[src/tmr_pkg.sv]
// tmr_pkg: register offsets, field positions, reset values and carriers
package tmr_pkg;

    // ========================================================
    // register offsets (byte addresses, one word each)
    localparam logic [7:0] OFS_START  = 8'h00; // timer_start_bits
    localparam logic [7:0] OFS_DSTART = 8'h04; // down_start_bits
    localparam logic [7:0] OFS_PSC    = 8'h08; // prescaler_setting
    localparam logic [7:0] OFS_CTRL   = 8'h0C; // timer_control_setting
    localparam logic [7:0] OFS_ITV    = 8'h10; // interval_request_select
    localparam logic [7:0] OFS_FRC    = 8'h14; // free_run_counter
    localparam logic [7:0] OFS_PWMCNT = 8'h18; // pwm channel counter
    localparam logic [7:0] OFS_PERIOD = 8'h1C; // period_compare
    localparam logic [7:0] OFS_DBUF   = 8'h20; // duty_buffer
    localparam logic [7:0] OFS_DUTY   = 8'h24; // duty compare
    localparam logic [7:0] OFS_DOWN   = 8'h28; // down_counter
    localparam logic [7:0] OFS_EVT    = 8'h2C; // event_counter
    localparam logic [7:0] OFS_CAPT   = 8'h30; // capture_holding
    localparam logic [7:0] OFS_FLAGS  = 8'h34; // timer_flag_register
    localparam logic [7:0] OFS_STATUS = 8'h38; // prescaler settle state

    // ========================================================
    // field positions
    localparam int RUN_FRC  = 0;
    localparam int RUN_PWM  = 1;
    localparam int RUN_EVT  = 2;
    localparam int NRUN     = 3;
    localparam int CTRL_CAP = 0;
    localparam int CTRL_PWM = 1;
    localparam int FL_OVF   = 0; // overflow_flag
    localparam int FL_CAP   = 1; // capture_flag
    localparam int FL_PER   = 2; // period_match_flag
    localparam int FL_DUTY  = 3; // general_match_flag on duty
    localparam int FL_UND   = 4; // underflow_flag
    localparam int NFLAG    = 5;
    localparam int ITV_LO   = 6;
    localparam int ITV_HI   = 13;

    // flags that the dma controller may clear
    localparam logic [NFLAG-1:0] DMA_MASK = 5'h06;

    // ========================================================
    // reset values and counts
    localparam logic [7:0]  RST_PSC    = 8'h00;
    localparam logic [15:0] RST_PERIOD = 16'hFFFF;
    localparam logic [5:0]  PSC_SETTLE = 6'h20;

    // ========================================================
    // apb request carrier
    typedef struct packed {
        logic        psel;
        logic        penable;
        logic        pwrite;
        logic [7:0]  paddr;
        logic [31:0] pwdata;
    } tmr_apb_s;

endpackage : tmr_pkg
[src/tmr_cnt_cell.sv]
// tmr_cnt_cell: one counter with zeroing, write, clear and step priority
module tmr_cnt_cell #(
    parameter int W    = 16,
    parameter bit DOWN = 1'b0
) (
    input  wire logic         clock,
    input  wire logic         rst_b,
    input  wire logic         zap,
    input  wire logic         load,
    input  wire logic [W-1:0] loadVal,
    input  wire logic         clr,
    input  wire logic         step,
    output logic [W-1:0]      cnt
);

    // ========================================================
    // counter update
    // zap beats a write so an underflow halt keeps zero
    always_ff @(posedge clock) begin
        if (!rst_b || zap) begin
            cnt <= '0;
        end else if (load) begin
            cnt <= loadVal;              // a write beats clear and step
        end else if (clr) begin
            cnt <= '0;
        end else if (step) begin
            cnt <= DOWN ? cnt - 1'b1 : cnt + 1'b1;
        end
    end

endmodule : tmr_cnt_cell

[src/tmr_core.sv]
// tmr_core: timer channels with write, clear and flag contention
//
// Chosen here: the placing of the registers and the APB register port.
module tmr_core
    import tmr_pkg::*;
#(
    parameter int CW = 16
) (
    input  wire logic             clock,
    input  wire logic             rst_b,
    input  wire tmr_apb_s         apb,
    output logic                  pready,
    output logic                  pslverr,
    output logic [31:0]           prdata,
    input  wire logic             capPin,
    input  wire logic             evtPin,
    input  wire logic [NFLAG-1:0] dmaClr,
    input  wire logic             standby,
    output logic                  pwmOut,
    output logic                  channel1OutputPin,
    output logic                  intervalIrq,
    output logic                  adcStart
);

    // ========================================================
    // state
    logic [NRUN-1:0]  runBits;
    logic             downRun;
    logic [7:0]       psc;
    logic [7:0]       pscCnt;
    logic [5:0]       settle;
    logic [1:0]       ctrl;
    logic [15:0]      itv;
    logic [CW-1:0]    period;
    logic [CW-1:0]    dutyBuf;
    logic [CW-1:0]    duty;
    logic [CW-1:0]    capHold;
    logic [CW-1:0]    frc;
    logic [CW-1:0]    pwmCnt;
    logic [CW-1:0]    downCnt;
    logic [CW-1:0]    evtCnt;
    logic [NFLAG-1:0] flags;
    logic [1:0]       capSync;
    logic [1:0]       evtSync;
    logic             capPrev;
    logic             evtPrev;
    logic [7:0]       prevWatch;
    logic             stbyPrev;

    // ========================================================
    // bus decode; a write lands at the edge that ends the access
    logic          wrAcc;
    logic          mapped;
    logic [CW-1:0] wd;
    logic          wrStart, wrDstart, wrPsc, wrCtrl, wrItv, wrFrc;
    logic          wrPwm, wrPer, wrDbuf, wrDuty, wrDown, wrEvt, wrFlags;

    assign wrAcc    = apb.psel && apb.penable && apb.pwrite;
    assign wd       = apb.pwdata[CW-1:0];
    assign mapped   = (apb.paddr[1:0] == 2'h0) && (apb.paddr <= OFS_STATUS);
    assign pready   = 1'b1;
    assign pslverr  = apb.psel && apb.penable && !mapped;
    assign wrStart  = wrAcc && (apb.paddr == OFS_START);
    assign wrDstart = wrAcc && (apb.paddr == OFS_DSTART);
    assign wrPsc    = wrAcc && (apb.paddr == OFS_PSC);
    assign wrCtrl   = wrAcc && (apb.paddr == OFS_CTRL);
    assign wrItv    = wrAcc && (apb.paddr == OFS_ITV);
    assign wrFrc    = wrAcc && (apb.paddr == OFS_FRC);
    assign wrPwm    = wrAcc && (apb.paddr == OFS_PWMCNT);
    assign wrPer    = wrAcc && (apb.paddr == OFS_PERIOD);
    assign wrDbuf   = wrAcc && (apb.paddr == OFS_DBUF);
    assign wrDuty   = wrAcc && (apb.paddr == OFS_DUTY);
    assign wrDown   = wrAcc && (apb.paddr == OFS_DOWN);
    assign wrEvt    = wrAcc && (apb.paddr == OFS_EVT);
    assign wrFlags  = wrAcc && (apb.paddr == OFS_FLAGS);

    // ========================================================
    // pin synchronisers, edges taken from the second stage only
    always_ff @(posedge clock) begin
        if (!rst_b) begin
            capSync <= 2'h0;
            evtSync <= 2'h0;
            capPrev <= 1'b0;
            evtPrev <= 1'b0;
        end else begin
            capSync <= {capSync[0], capPin};
            evtSync <= {evtSync[0], evtPin};
            capPrev <= capSync[1];
            evtPrev <= evtSync[1];
        end
    end

    // ========================================================
    // events
    logic tick, frcStep, frcOvf, pwmStep, pwmMatch, dutyMatch;
    logic downStep, downUnder, evtStep, capHit;

    assign tick      = (pscCnt == psc);
    assign frcStep   = runBits[RUN_FRC] && tick;
    assign frcOvf    = frcStep && (frc == '1);
    assign pwmStep   = runBits[RUN_PWM] && tick;
    assign pwmMatch  = pwmStep && (pwmCnt == period);
    assign dutyMatch = pwmStep && (pwmCnt == duty);
    assign downStep  = downRun && tick;
    assign downUnder = downStep && (downCnt == '0);
    assign evtStep   = runBits[RUN_EVT] && evtSync[1] && !evtPrev;
    assign capHit    = ctrl[CTRL_CAP] && capSync[1] && !capPrev;

    // ========================================================
    // prescaler; a write restarts the settle count software waits on
    always_ff @(posedge clock) begin
        if (!rst_b || standby) begin
            psc    <= RST_PSC;
            pscCnt <= 8'h00;
            settle <= 6'h00;
        end else begin
            if (wrPsc) begin
                psc <= apb.pwdata[7:0];
            end
            pscCnt <= tick ? 8'h00 : pscCnt + 8'h01;
            if (wrPsc) begin
                settle <= 6'h00;
            end else if (settle != PSC_SETTLE) begin
                settle <= settle + 6'h01;
            end
        end
    end

    // ========================================================
    // configuration registers
    // mode changes while running are not guarded; software keeps order
    always_ff @(posedge clock) begin
        if (!rst_b || standby) begin
            runBits <= '0;
            ctrl    <= 2'h0;
            itv     <= 16'h0000;
            period  <= rst_b ? '0 : RST_PERIOD[CW-1:0]; // standby zeroes
            dutyBuf <= '0;
        end else begin
            if (wrStart) begin
                runBits <= apb.pwdata[NRUN-1:0];
            end
            if (wrCtrl) begin
                ctrl <= apb.pwdata[1:0];
            end
            if (wrItv) begin
                itv <= apb.pwdata[15:0];
            end
            if (wrPer) begin
                period <= wd;
            end
            if (wrDbuf) begin
                dutyBuf <= wd;
            end
        end
    end

    // ========================================================
    // down start bit: software can only set it, underflow clears it
    always_ff @(posedge clock) begin
        if (!rst_b || standby) begin
            downRun <= 1'b0;
        end else if (downUnder) begin
            downRun <= 1'b0;
        end else if (wrDstart && apb.pwdata[0]) begin
            downRun <= 1'b1;
        end
    end

    // ========================================================
    // counters
    // write beats step in cell
    tmr_cnt_cell #(.W(CW), .DOWN(1'b0)) u_frc (
        .clock   (clock),
        .rst_b   (rst_b),
        .zap     (standby),
        .load    (wrFrc),
        .loadVal (wd),
        .clr     (1'b0),
        .step    (frcStep),
        .cnt     (frc)
    );

    tmr_cnt_cell #(.W(CW), .DOWN(1'b0)) u_pwm (
        .clock   (clock),
        .rst_b   (rst_b),
        .zap     (standby),
        .load    (wrPwm),
        .loadVal (wd),
        .clr     (pwmMatch),
        .step    (pwmStep),
        .cnt     (pwmCnt)
    );

    tmr_cnt_cell #(.W(CW), .DOWN(1'b1)) u_down (
        .clock   (clock),
        .rst_b   (rst_b),
        .zap     (standby || downUnder),
        .load    (wrDown),
        .loadVal (wd),
        .clr     (1'b0),
        .step    (downStep),
        .cnt     (downCnt)
    );

    tmr_cnt_cell #(.W(CW), .DOWN(1'b0)) u_evt (
        .clock   (clock),
        .rst_b   (rst_b),
        .zap     (standby),
        .load    (wrEvt),
        .loadVal (wd),
        .clr     (1'b0),
        .step    (evtStep),
        .cnt     (evtCnt)
    );

    // ========================================================
    // duty compare and capture holding
    always_ff @(posedge clock) begin
        if (!rst_b || standby) begin
            duty    <= '0;
            capHold <= '0;
        end else begin
            if (wrDuty) begin
                duty <= wd;
            end else if (pwmMatch) begin
                duty <= dutyBuf;
            end
            if (capHit) begin
                capHold <= frc;
            end
        end
    end

    // ========================================================
    // status flags
    logic [NFLAG-1:0] flagSet, cpuClr, clrVec;

    assign flagSet = {downUnder, dutyMatch, pwmMatch, capHit, frcOvf};
    assign cpuClr  = wrFlags ? ~apb.pwdata[NFLAG-1:0] : '0;
    assign clrVec  = cpuClr | (dmaClr & DMA_MASK);

    tmr_flag_bank #(.N(NFLAG)) u_flags (
        .clock (clock),
        .rst_b (rst_b),
        .zap   (standby),
        .set   (flagSet),
        .clr   (clrVec),
        .flag  (flags)
    );

    // ========================================================
    // waveform outputs hold their level while stopped
    always_ff @(posedge clock) begin
        stbyPrev <= rst_b && standby;
        if (!rst_b || standby) begin
            pwmOut <= 1'b0;
        end else if (pwmMatch && ctrl[CTRL_PWM]) begin
            pwmOut <= 1'b1;
        end else if (dutyMatch && ctrl[CTRL_PWM]) begin
            pwmOut <= 1'b0;
        end
        if (!rst_b || (stbyPrev && !standby)) begin
            channel1OutputPin <= 1'b0;
        end else if (frcOvf && !standby) begin
            channel1OutputPin <= !channel1OutputPin;
        end
    end

    // ========================================================
    // interval detect watches the counter value, so a software write
    // is seen too, also while the counter is halted
    logic [7:0] itvRise;

    assign itvRise = frc[ITV_HI:ITV_LO] & ~prevWatch;

    always_ff @(posedge clock) begin
        if (!rst_b || standby) begin
            prevWatch   <= 8'h00;
            intervalIrq <= 1'b0;
            adcStart    <= 1'b0;
        end else begin
            prevWatch   <= frc[ITV_HI:ITV_LO];
            intervalIrq <= |(itvRise & itv[7:0]);
            adcStart    <= |(itvRise & itv[15:8]);
        end
    end

    // ========================================================
    // read data latched in setup so the access phase reads a flop
    always_ff @(posedge clock) begin
        if (!rst_b) begin
            prdata <= 32'h0000_0000;
        end else if (apb.psel && !apb.penable) begin
            case (apb.paddr)
                OFS_START:  prdata <= 32'(runBits);
                OFS_DSTART: prdata <= 32'(downRun);
                OFS_PSC:    prdata <= 32'(psc);
                OFS_CTRL:   prdata <= 32'(ctrl);
                OFS_ITV:    prdata <= 32'(itv);
                OFS_FRC:    prdata <= 32'(frc);
                OFS_PWMCNT: prdata <= 32'(pwmCnt);
                OFS_PERIOD: prdata <= 32'(period);
                OFS_DBUF:   prdata <= 32'(dutyBuf);
                OFS_DUTY:   prdata <= 32'(duty);
                OFS_DOWN:   prdata <= 32'(downCnt);
                OFS_EVT:    prdata <= 32'(evtCnt);
                OFS_CAPT:   prdata <= 32'(capHold);
                OFS_FLAGS:  prdata <= 32'(flags);
                OFS_STATUS: prdata <= 32'(settle == PSC_SETTLE);
                default:    prdata <= 32'h0000_0000;
            endcase
        end
    end
endmodule : tmr_core

[src/tmr_flag_bank.sv]
// tmr_flag_bank: sticky status flags where a clear beats a set
module tmr_flag_bank #(
    parameter int N = 5
) (
    input  wire logic         clock,
    input  wire logic         rst_b,
    input  wire logic         zap,
    input  wire logic [N-1:0] set,
    input  wire logic [N-1:0] clr,
    output logic [N-1:0]      flag
);

    // ========================================================
    // flag update
    // events on a set flag are not queued; a clear in the same
    // cycle as an event wins, so the event is dropped
    always_ff @(posedge clock) begin
        if (!rst_b || zap) begin
            flag <= '0;
        end else begin
            flag <= (flag | set) & ~clr;
        end
    end

endmodule : tmr_flag_bank

[config.mk]
export PLATFORM = sky130hd
export DESIGN_NAME = tmr_core
export DESIGN_NICKNAME = d
export VERILOG_FILES = /design/src/tmr_pkg.sv /design/src/tmr_cnt_cell.sv /design/src/tmr_core.sv /design/src/tmr_flag_bank.sv
export SDC_FILE = /design/constraint.sdc
export NUM_CORES = 1
export LEC_CHECK = 0
export ABC_AREA = 1
export BUFFER_PORTS_ARGS = -buffer_cell sky130_fd_sc_hd__buf_4
export CAP_MARGIN = 30
export CORE_UTILIZATION = 40
export DETAILED_ROUTE_END_ITERATION = 8
export GPL_TIMING_DRIVEN = 1
export PLACE_DENSITY = 0.58
export SLEW_MARGIN = 20
export SYNTH_ARGS = -nofsm -noshare
export SYNTH_HDL_FRONTEND = slang
export SYNTH_SLANG_ARGS = --single-unit
[constraint.sdc]
create_clock -name clock -period 4.9 [get_ports clock]
set_input_delay 0.98 -clock clock [delete_from_list [all_inputs] [get_ports clock]]
set_output_delay 0.98 -clock clock [all_outputs]
set_load 0.05 [all_outputs]
Word level (Yosys, flattened, before mapping)
Cells that the tools add are included.
- memories: 0
- bits in latches: 0
- word-level logic and storage cells: 142
- bits in registers: 228
- memory bits (writable): 0
- bits in read-only memories: 0
- multipliers: 0
- eq/ne operators: 20
- order comparisons: 1
- multiplexer cells: 18
- add/sub/neg operators: 6
- div/mod/pow operators: 0
- bitwise gates (word level): 9
- reduce and logical (&&, ||, !) cells: 61
- shifts and indexed selects: 0
- operators with widths (operator ; number):
    $pmux 16 s15 ; 1
    $mux 16 ; 14
    $eq 8x6->1 const B ; 7
    $add 16x1->16 const B ; 3
    $logic_and 1x1->1 ; 35
    $eq 16x16->1 ; 2
    $eq 8x5->1 const B ; 4
    $and 8x8->8 ; 3
    $eq 16x16->1 const B ; 1
    $eq 8x4->1 const B ; 2
    $logic_not 16->1 ; 1
    $reduce_or 8->1 ; 2
    $sub 16x1->16 const B ; 1
    $reduce_bool 2->1 ; 6
    $not 5->5 ; 2
    $add 8x1->8 const B ; 1
    $eq 8x3->1 const B ; 1
    $eq 8x8->1 ; 1
    $le 8x6->1 const B ; 1
    $logic_not 8->1 ; 1
    $not 8->8 ; 1
    $logic_not 1->1 ; 7
    $add 6x1->6 const B ; 1
    $eq 6x6->1 const B ; 1
    10 further kinds ; 16

Longest topological paths before layout
- word-level depth: 7
- depth in mapped cells: 14
- gate-level depth less buffers: 12

By module
From an unflattened synthesis, not the netlist that was laid out.
- cells, all modules: 1843
- area, all modules: 12552.0 µm²
- by module, submodules not included (module ; area an instance (µm²) ; seq. area each (µm²) ; times used ; cells an instance):
    tmr_core ; 7896.3 ; 3022.9 ; 1 ; 1158
    tmr_cnt_cell (u_evt ...) ; 1116.1 ; 320.3 ; 3 ; 162
    tmr_cnt_cell (u_down) ; 1127.3 ; 320.3 ; 1 ; 177
    tmr_flag_bank ; 180.2 ; 100.1 ; 1 ; 22

Worst setup path before layout
OpenSTA, ideal clock, no wires.
- path kind: input to register
- from: input apb[32] in the netlist's numbering
- to: register period[0], enable pin
- path slack: 1655 ps
- arrival: 2834 ps
- library setup time: 411 ps
- data required time: 4489 ps
- stages: 6
- path buffers: 1
- cells stage by stage: inv_1 > nand2_1 > nor2_2 > buf_2 > nand2_1 > o21ai_0
- word-level cells in the longest chain between the ends: 3
- RTL lines (what ; RTL line ; text):
    start, declared ; tmr_core.sv:11 ; input wire tmr_apb_s apb,
    $eq 8x5->1 ; tmr_core.sv:70 ; assign wrPer = wrAcc && (apb.paddr == OFS_PERIOD);
    $logic_and 1x1->1 ; tmr_core.sv:70 ;
    $reduce_bool 2->1 (no source line) ; n/a ;
    end signal, assigned ; tmr_core.sv:137 ; period <= rst_b ? '0 : RST_PERIOD[CW-1:0];
    end signal, assigned ; tmr_core.sv:150 ; period <= wd;
    end, declared ; tmr_core.sv:34 ; logic [CW-1:0] period;
Every way passes these cells.
A chain may end at the register's enable or synchronous reset.

Final worst setup path
- from: input apb[33] in the netlist's numbering
- to: register u_down.cnt[12]
- word-level cells in the longest chain between the ends: 3
- elaborated cells between the ends (all ways): 4
- classes of those cells: 1 x eq/ne; 1 x mux; 2 x reduce/logical
- RTL lines (what ; RTL line ; text):
    $eq 8x6->1 (*) ; tmr_core.sv:73 ; assign wrDown = wrAcc && (apb.paddr == OFS_DOWN);
    $logic_and 1x1->1 (*) ; tmr_core.sv:73 ;
    $mux 16 / $reduce_bool 2->1 (equally long branches) ; n/a ;
    end signal, assigned ; tmr_cnt_cell.sv:23 ; cnt <= loadVal;
    end signal, assigned ; tmr_cnt_cell.sv:27 ; cnt <= DOWN ? cnt - 1'b1 : cnt + 1'b1;
    end, declared ; tmr_cnt_cell.sv:13 ; output logic [W-1:0] cnt
Every way passes the cells marked *; elsewhere a longest branch is shown, timed or not.

==> out/metrics.cfg <==
[status]
status=finished, final reports clean

[finish]
fin_cells=2365
final_core_util_pct=45.8
syn2layout_area_growth_pct=11.3
layout.nets=2015
num_antenna_cells=0
fillers=3200
drive_above_1_share_pct=8.00

[synth]
yosys_register_bits=212
synth.top_cell.area_share_pct=31.8
ys_seq_area_share_pct=35.6
yosysUniqueCellTypes=46
synthArstFlopShare_pct=0
synth_edf_count=16
synth_area_mm2=0.0124
syn_inst=1941
synth_top_cell_by_area=dfxtp_1
syn_avg_cell_area_um2=6.36
synth.most_common_cell=nand2_1
synth_area_leaders=dfxtp_1 32%, nand2_1 16%, nor2_1 7.0%
netlist_top_cells_count=522 x nand2_1, 231 x nor2_1, 208 x inv_1, 196 x dfxtp_1, 165 x o21ai_0
ys_warn_count=0
synth_top_flop_cell=dfxtp_1

[floorplanning]
die_w_um=178
initial_core_util_pct=41.1
rows=63
die-area_mm2=0.0316
core_area_mm2=0.0300
ioPinCount=91
die_y_um=178

[cts]
cts_resized=0
clk_latency_ns=0.54
clock-sinks=212
numCtsBuffers=26
path_clk_slew_ns=0.07
postCtsHoldBufs=0
cts_buffer_depth=3
post_cts_buffers=0
cts_tree=built
root_buffer=clkbuf_16
htree_num_levels=1

[route]
drt_pre_antenna_iters=6
vias_per_cell=5.36
wl_met2_mm=19.7
wl_met1_mm=20.6
highest-signal-layer=met4
drt_iter0_markers=1285
routed_wl_mm=45.6
wire_per_inst_um=19.3
routed-wl-met3_mm=3.45
postRouteAntennaNets=0
route.detailed.drc=0
num_vias=12700

[placed_design]
place_inst=2316
port_buffers=54
gp_congestion=0.970
dp_hpwl_mm=33.4

[sta]
setup_tns_ns=0
worst_pin_slew_ns=0.909
grt_setup_unrepaired=no
final.min_clock_period_ns=2.97
clock_skew_ns=0.0144
slew_headroom_pct=39.4
hold_slack_ns=0.411
max_clock_freq_mhz=337
finalMaxSlewViolations=0
setup_viol=0
hold_viol_final=0
fin_crit_sh_pct=60.6

[global_routing]
grt_overflow=0
grt_max_degree=43
track_usage_pct=28.9
antenna_found_initial=1
grt_pass1_wl_mm=68.3
grt_pass1_vias=11300

[setup_path]
worst_path_most_repeated_cell=nand2_1
crit_chain=buf_4 -> inv_1 -> nand2_1 -> nor2_2 -> nand2_2 -> nor2_4 -> inv_4 -> nand2_4 -> inv_2 -> nand2_1 -> nand3_1 -> nor2_1
critical_path.max_fanout=18
crit_path_max_incr_delay_ns=0.57
cp.required_ns=5.38
r2r_setup_slack_ns=2.26
r2r-start=u_pwm.cnt[14]
crit_arrival_ns=3.45
crit_path_top_delay_cell=nor2_2
criticalPathCategory=input port to register
endpoint_kind=register
cp-start-kind=input port
startpoint=apb[33]

[pwr]
ir_drop_uv=216
power_mw=4.00
p_leak_nw=5.69
power_density_mw_per_mm2=291

[hold_path]
hp-class=register to register
hp-start=capSync[0]

[job]
cap_violations=0

-- worst max-delay path: cells and delay by family --
kind	cells	cell delay [ns]
buf+inv	4	0.52
simple gates	8	1.92
-- state kept, by name, summed over array words and instances (netlist names), 16 cells and up --
name / count
duty: 16
u_pwm.cnt: 16
capHold: 16
u_evt.cnt: 16
dutyBuf: 16
u_frc.cnt: 16
prdata: 16
period: 16
itv: 16
u_down.cnt: 16
-- placed cells by master (no fill, tap or decap), drive strengths merged, types with 2 or more instances in the layout --
master,netlist,layout
nor3,15,15
o22ai,3,3
nand4,41,41
edfxtp,16,16
inv,216,216
xor2,30,30
buf,72,72
conb,2,17
nor3b,2,2
bufinv,0,2
xnor2,16,16
ha,7,7
dfxtp,196,196
nor2,248,248
or2,3,3
nand3b,4,4
clkinv,6,12
a21oi,160,160
o21ai,171,171
clkbuf,29,39
nand2,533,533
nand3,157,157
a31oi,5,5
-- routing by layer --
| metal | up-vias | global-route usage, % |
|---|---|---|
| met1 | 5844 | 41.1 |
| met3 | 87 | 3.13 |
| li1 | 6223 | - |
| met2 | 525 | 44.9 |
| met5 | - | 0 |
| met4 | 0 | 10.5 |
-- through the flow --
step | setup WS [ns] | cell area, µm²
3_5_place_dp | 1.48 | 12900
4_1_cts | 2.04 | 13700
5_1_grt | 1.82 | 13700
6_report | 1.93 | 13700
3_3_place_gp | 1.47 | 12900
2_1_floorplan | 1.65 | 12400
-- kinds of logic (layout without fill, tap and decap cells) --
family                     after synthesis  count (layout)  share of synthesized area, %
AOI/OAI and AO/OA                      347             347                          14.3
DFF                                    212             212                          35.6
xor gates and xnor gates                46              46                          3.26
buffers and inverters                  323             342                          11.4
adders and majority gates                7               7                         0.709
and+or+nand+nor                       1004            1004                          34.5
other                                    2              17                        0.0608
-- cell type report --
| type | count | area, µm² | share of cell area [%] |
|---|---|---|---|
| Clock inverter | 9 | 103 | 0.746 |
| Tap cell | 390 | 488 | 3.55 |
| Multi-Input combinational cell | 1421 | 6600 | 48.0 |
| Timing Repair Buffer | 72 | 548 | 3.99 |
| Clock buffer | 39 | 772 | 5.62 |
| Inverter | 222 | 837 | 6.09 |
| Sequential cell | 212 | 4400 | 32.0 |
-- report_power, final --
| part | internal [mW] | total (mW) | switching, mW | leakage, nW |
|---|---|---|---|---|
| combinational | 0.0493 | 0.232 | 0.183 | 3.52 |
| sequential | 1.76 | 1.78 | 0.0161 | 1.74 |
| clock | 1.19 | 1.98 | 0.790 | 0.429 |
-- path summary, 6_finish.rpt --
| kind | to | depth (start not counted) |
|---|---|---|
| setup / recovery | u_down.cnt[12] | 12 |
| hold / removal | capSync[1] | 2 |
| setup reg to reg | duty[11] | 11 |
| hold reg to reg | capSync[1] | 2 |
(Power assumes the default switching activity.)
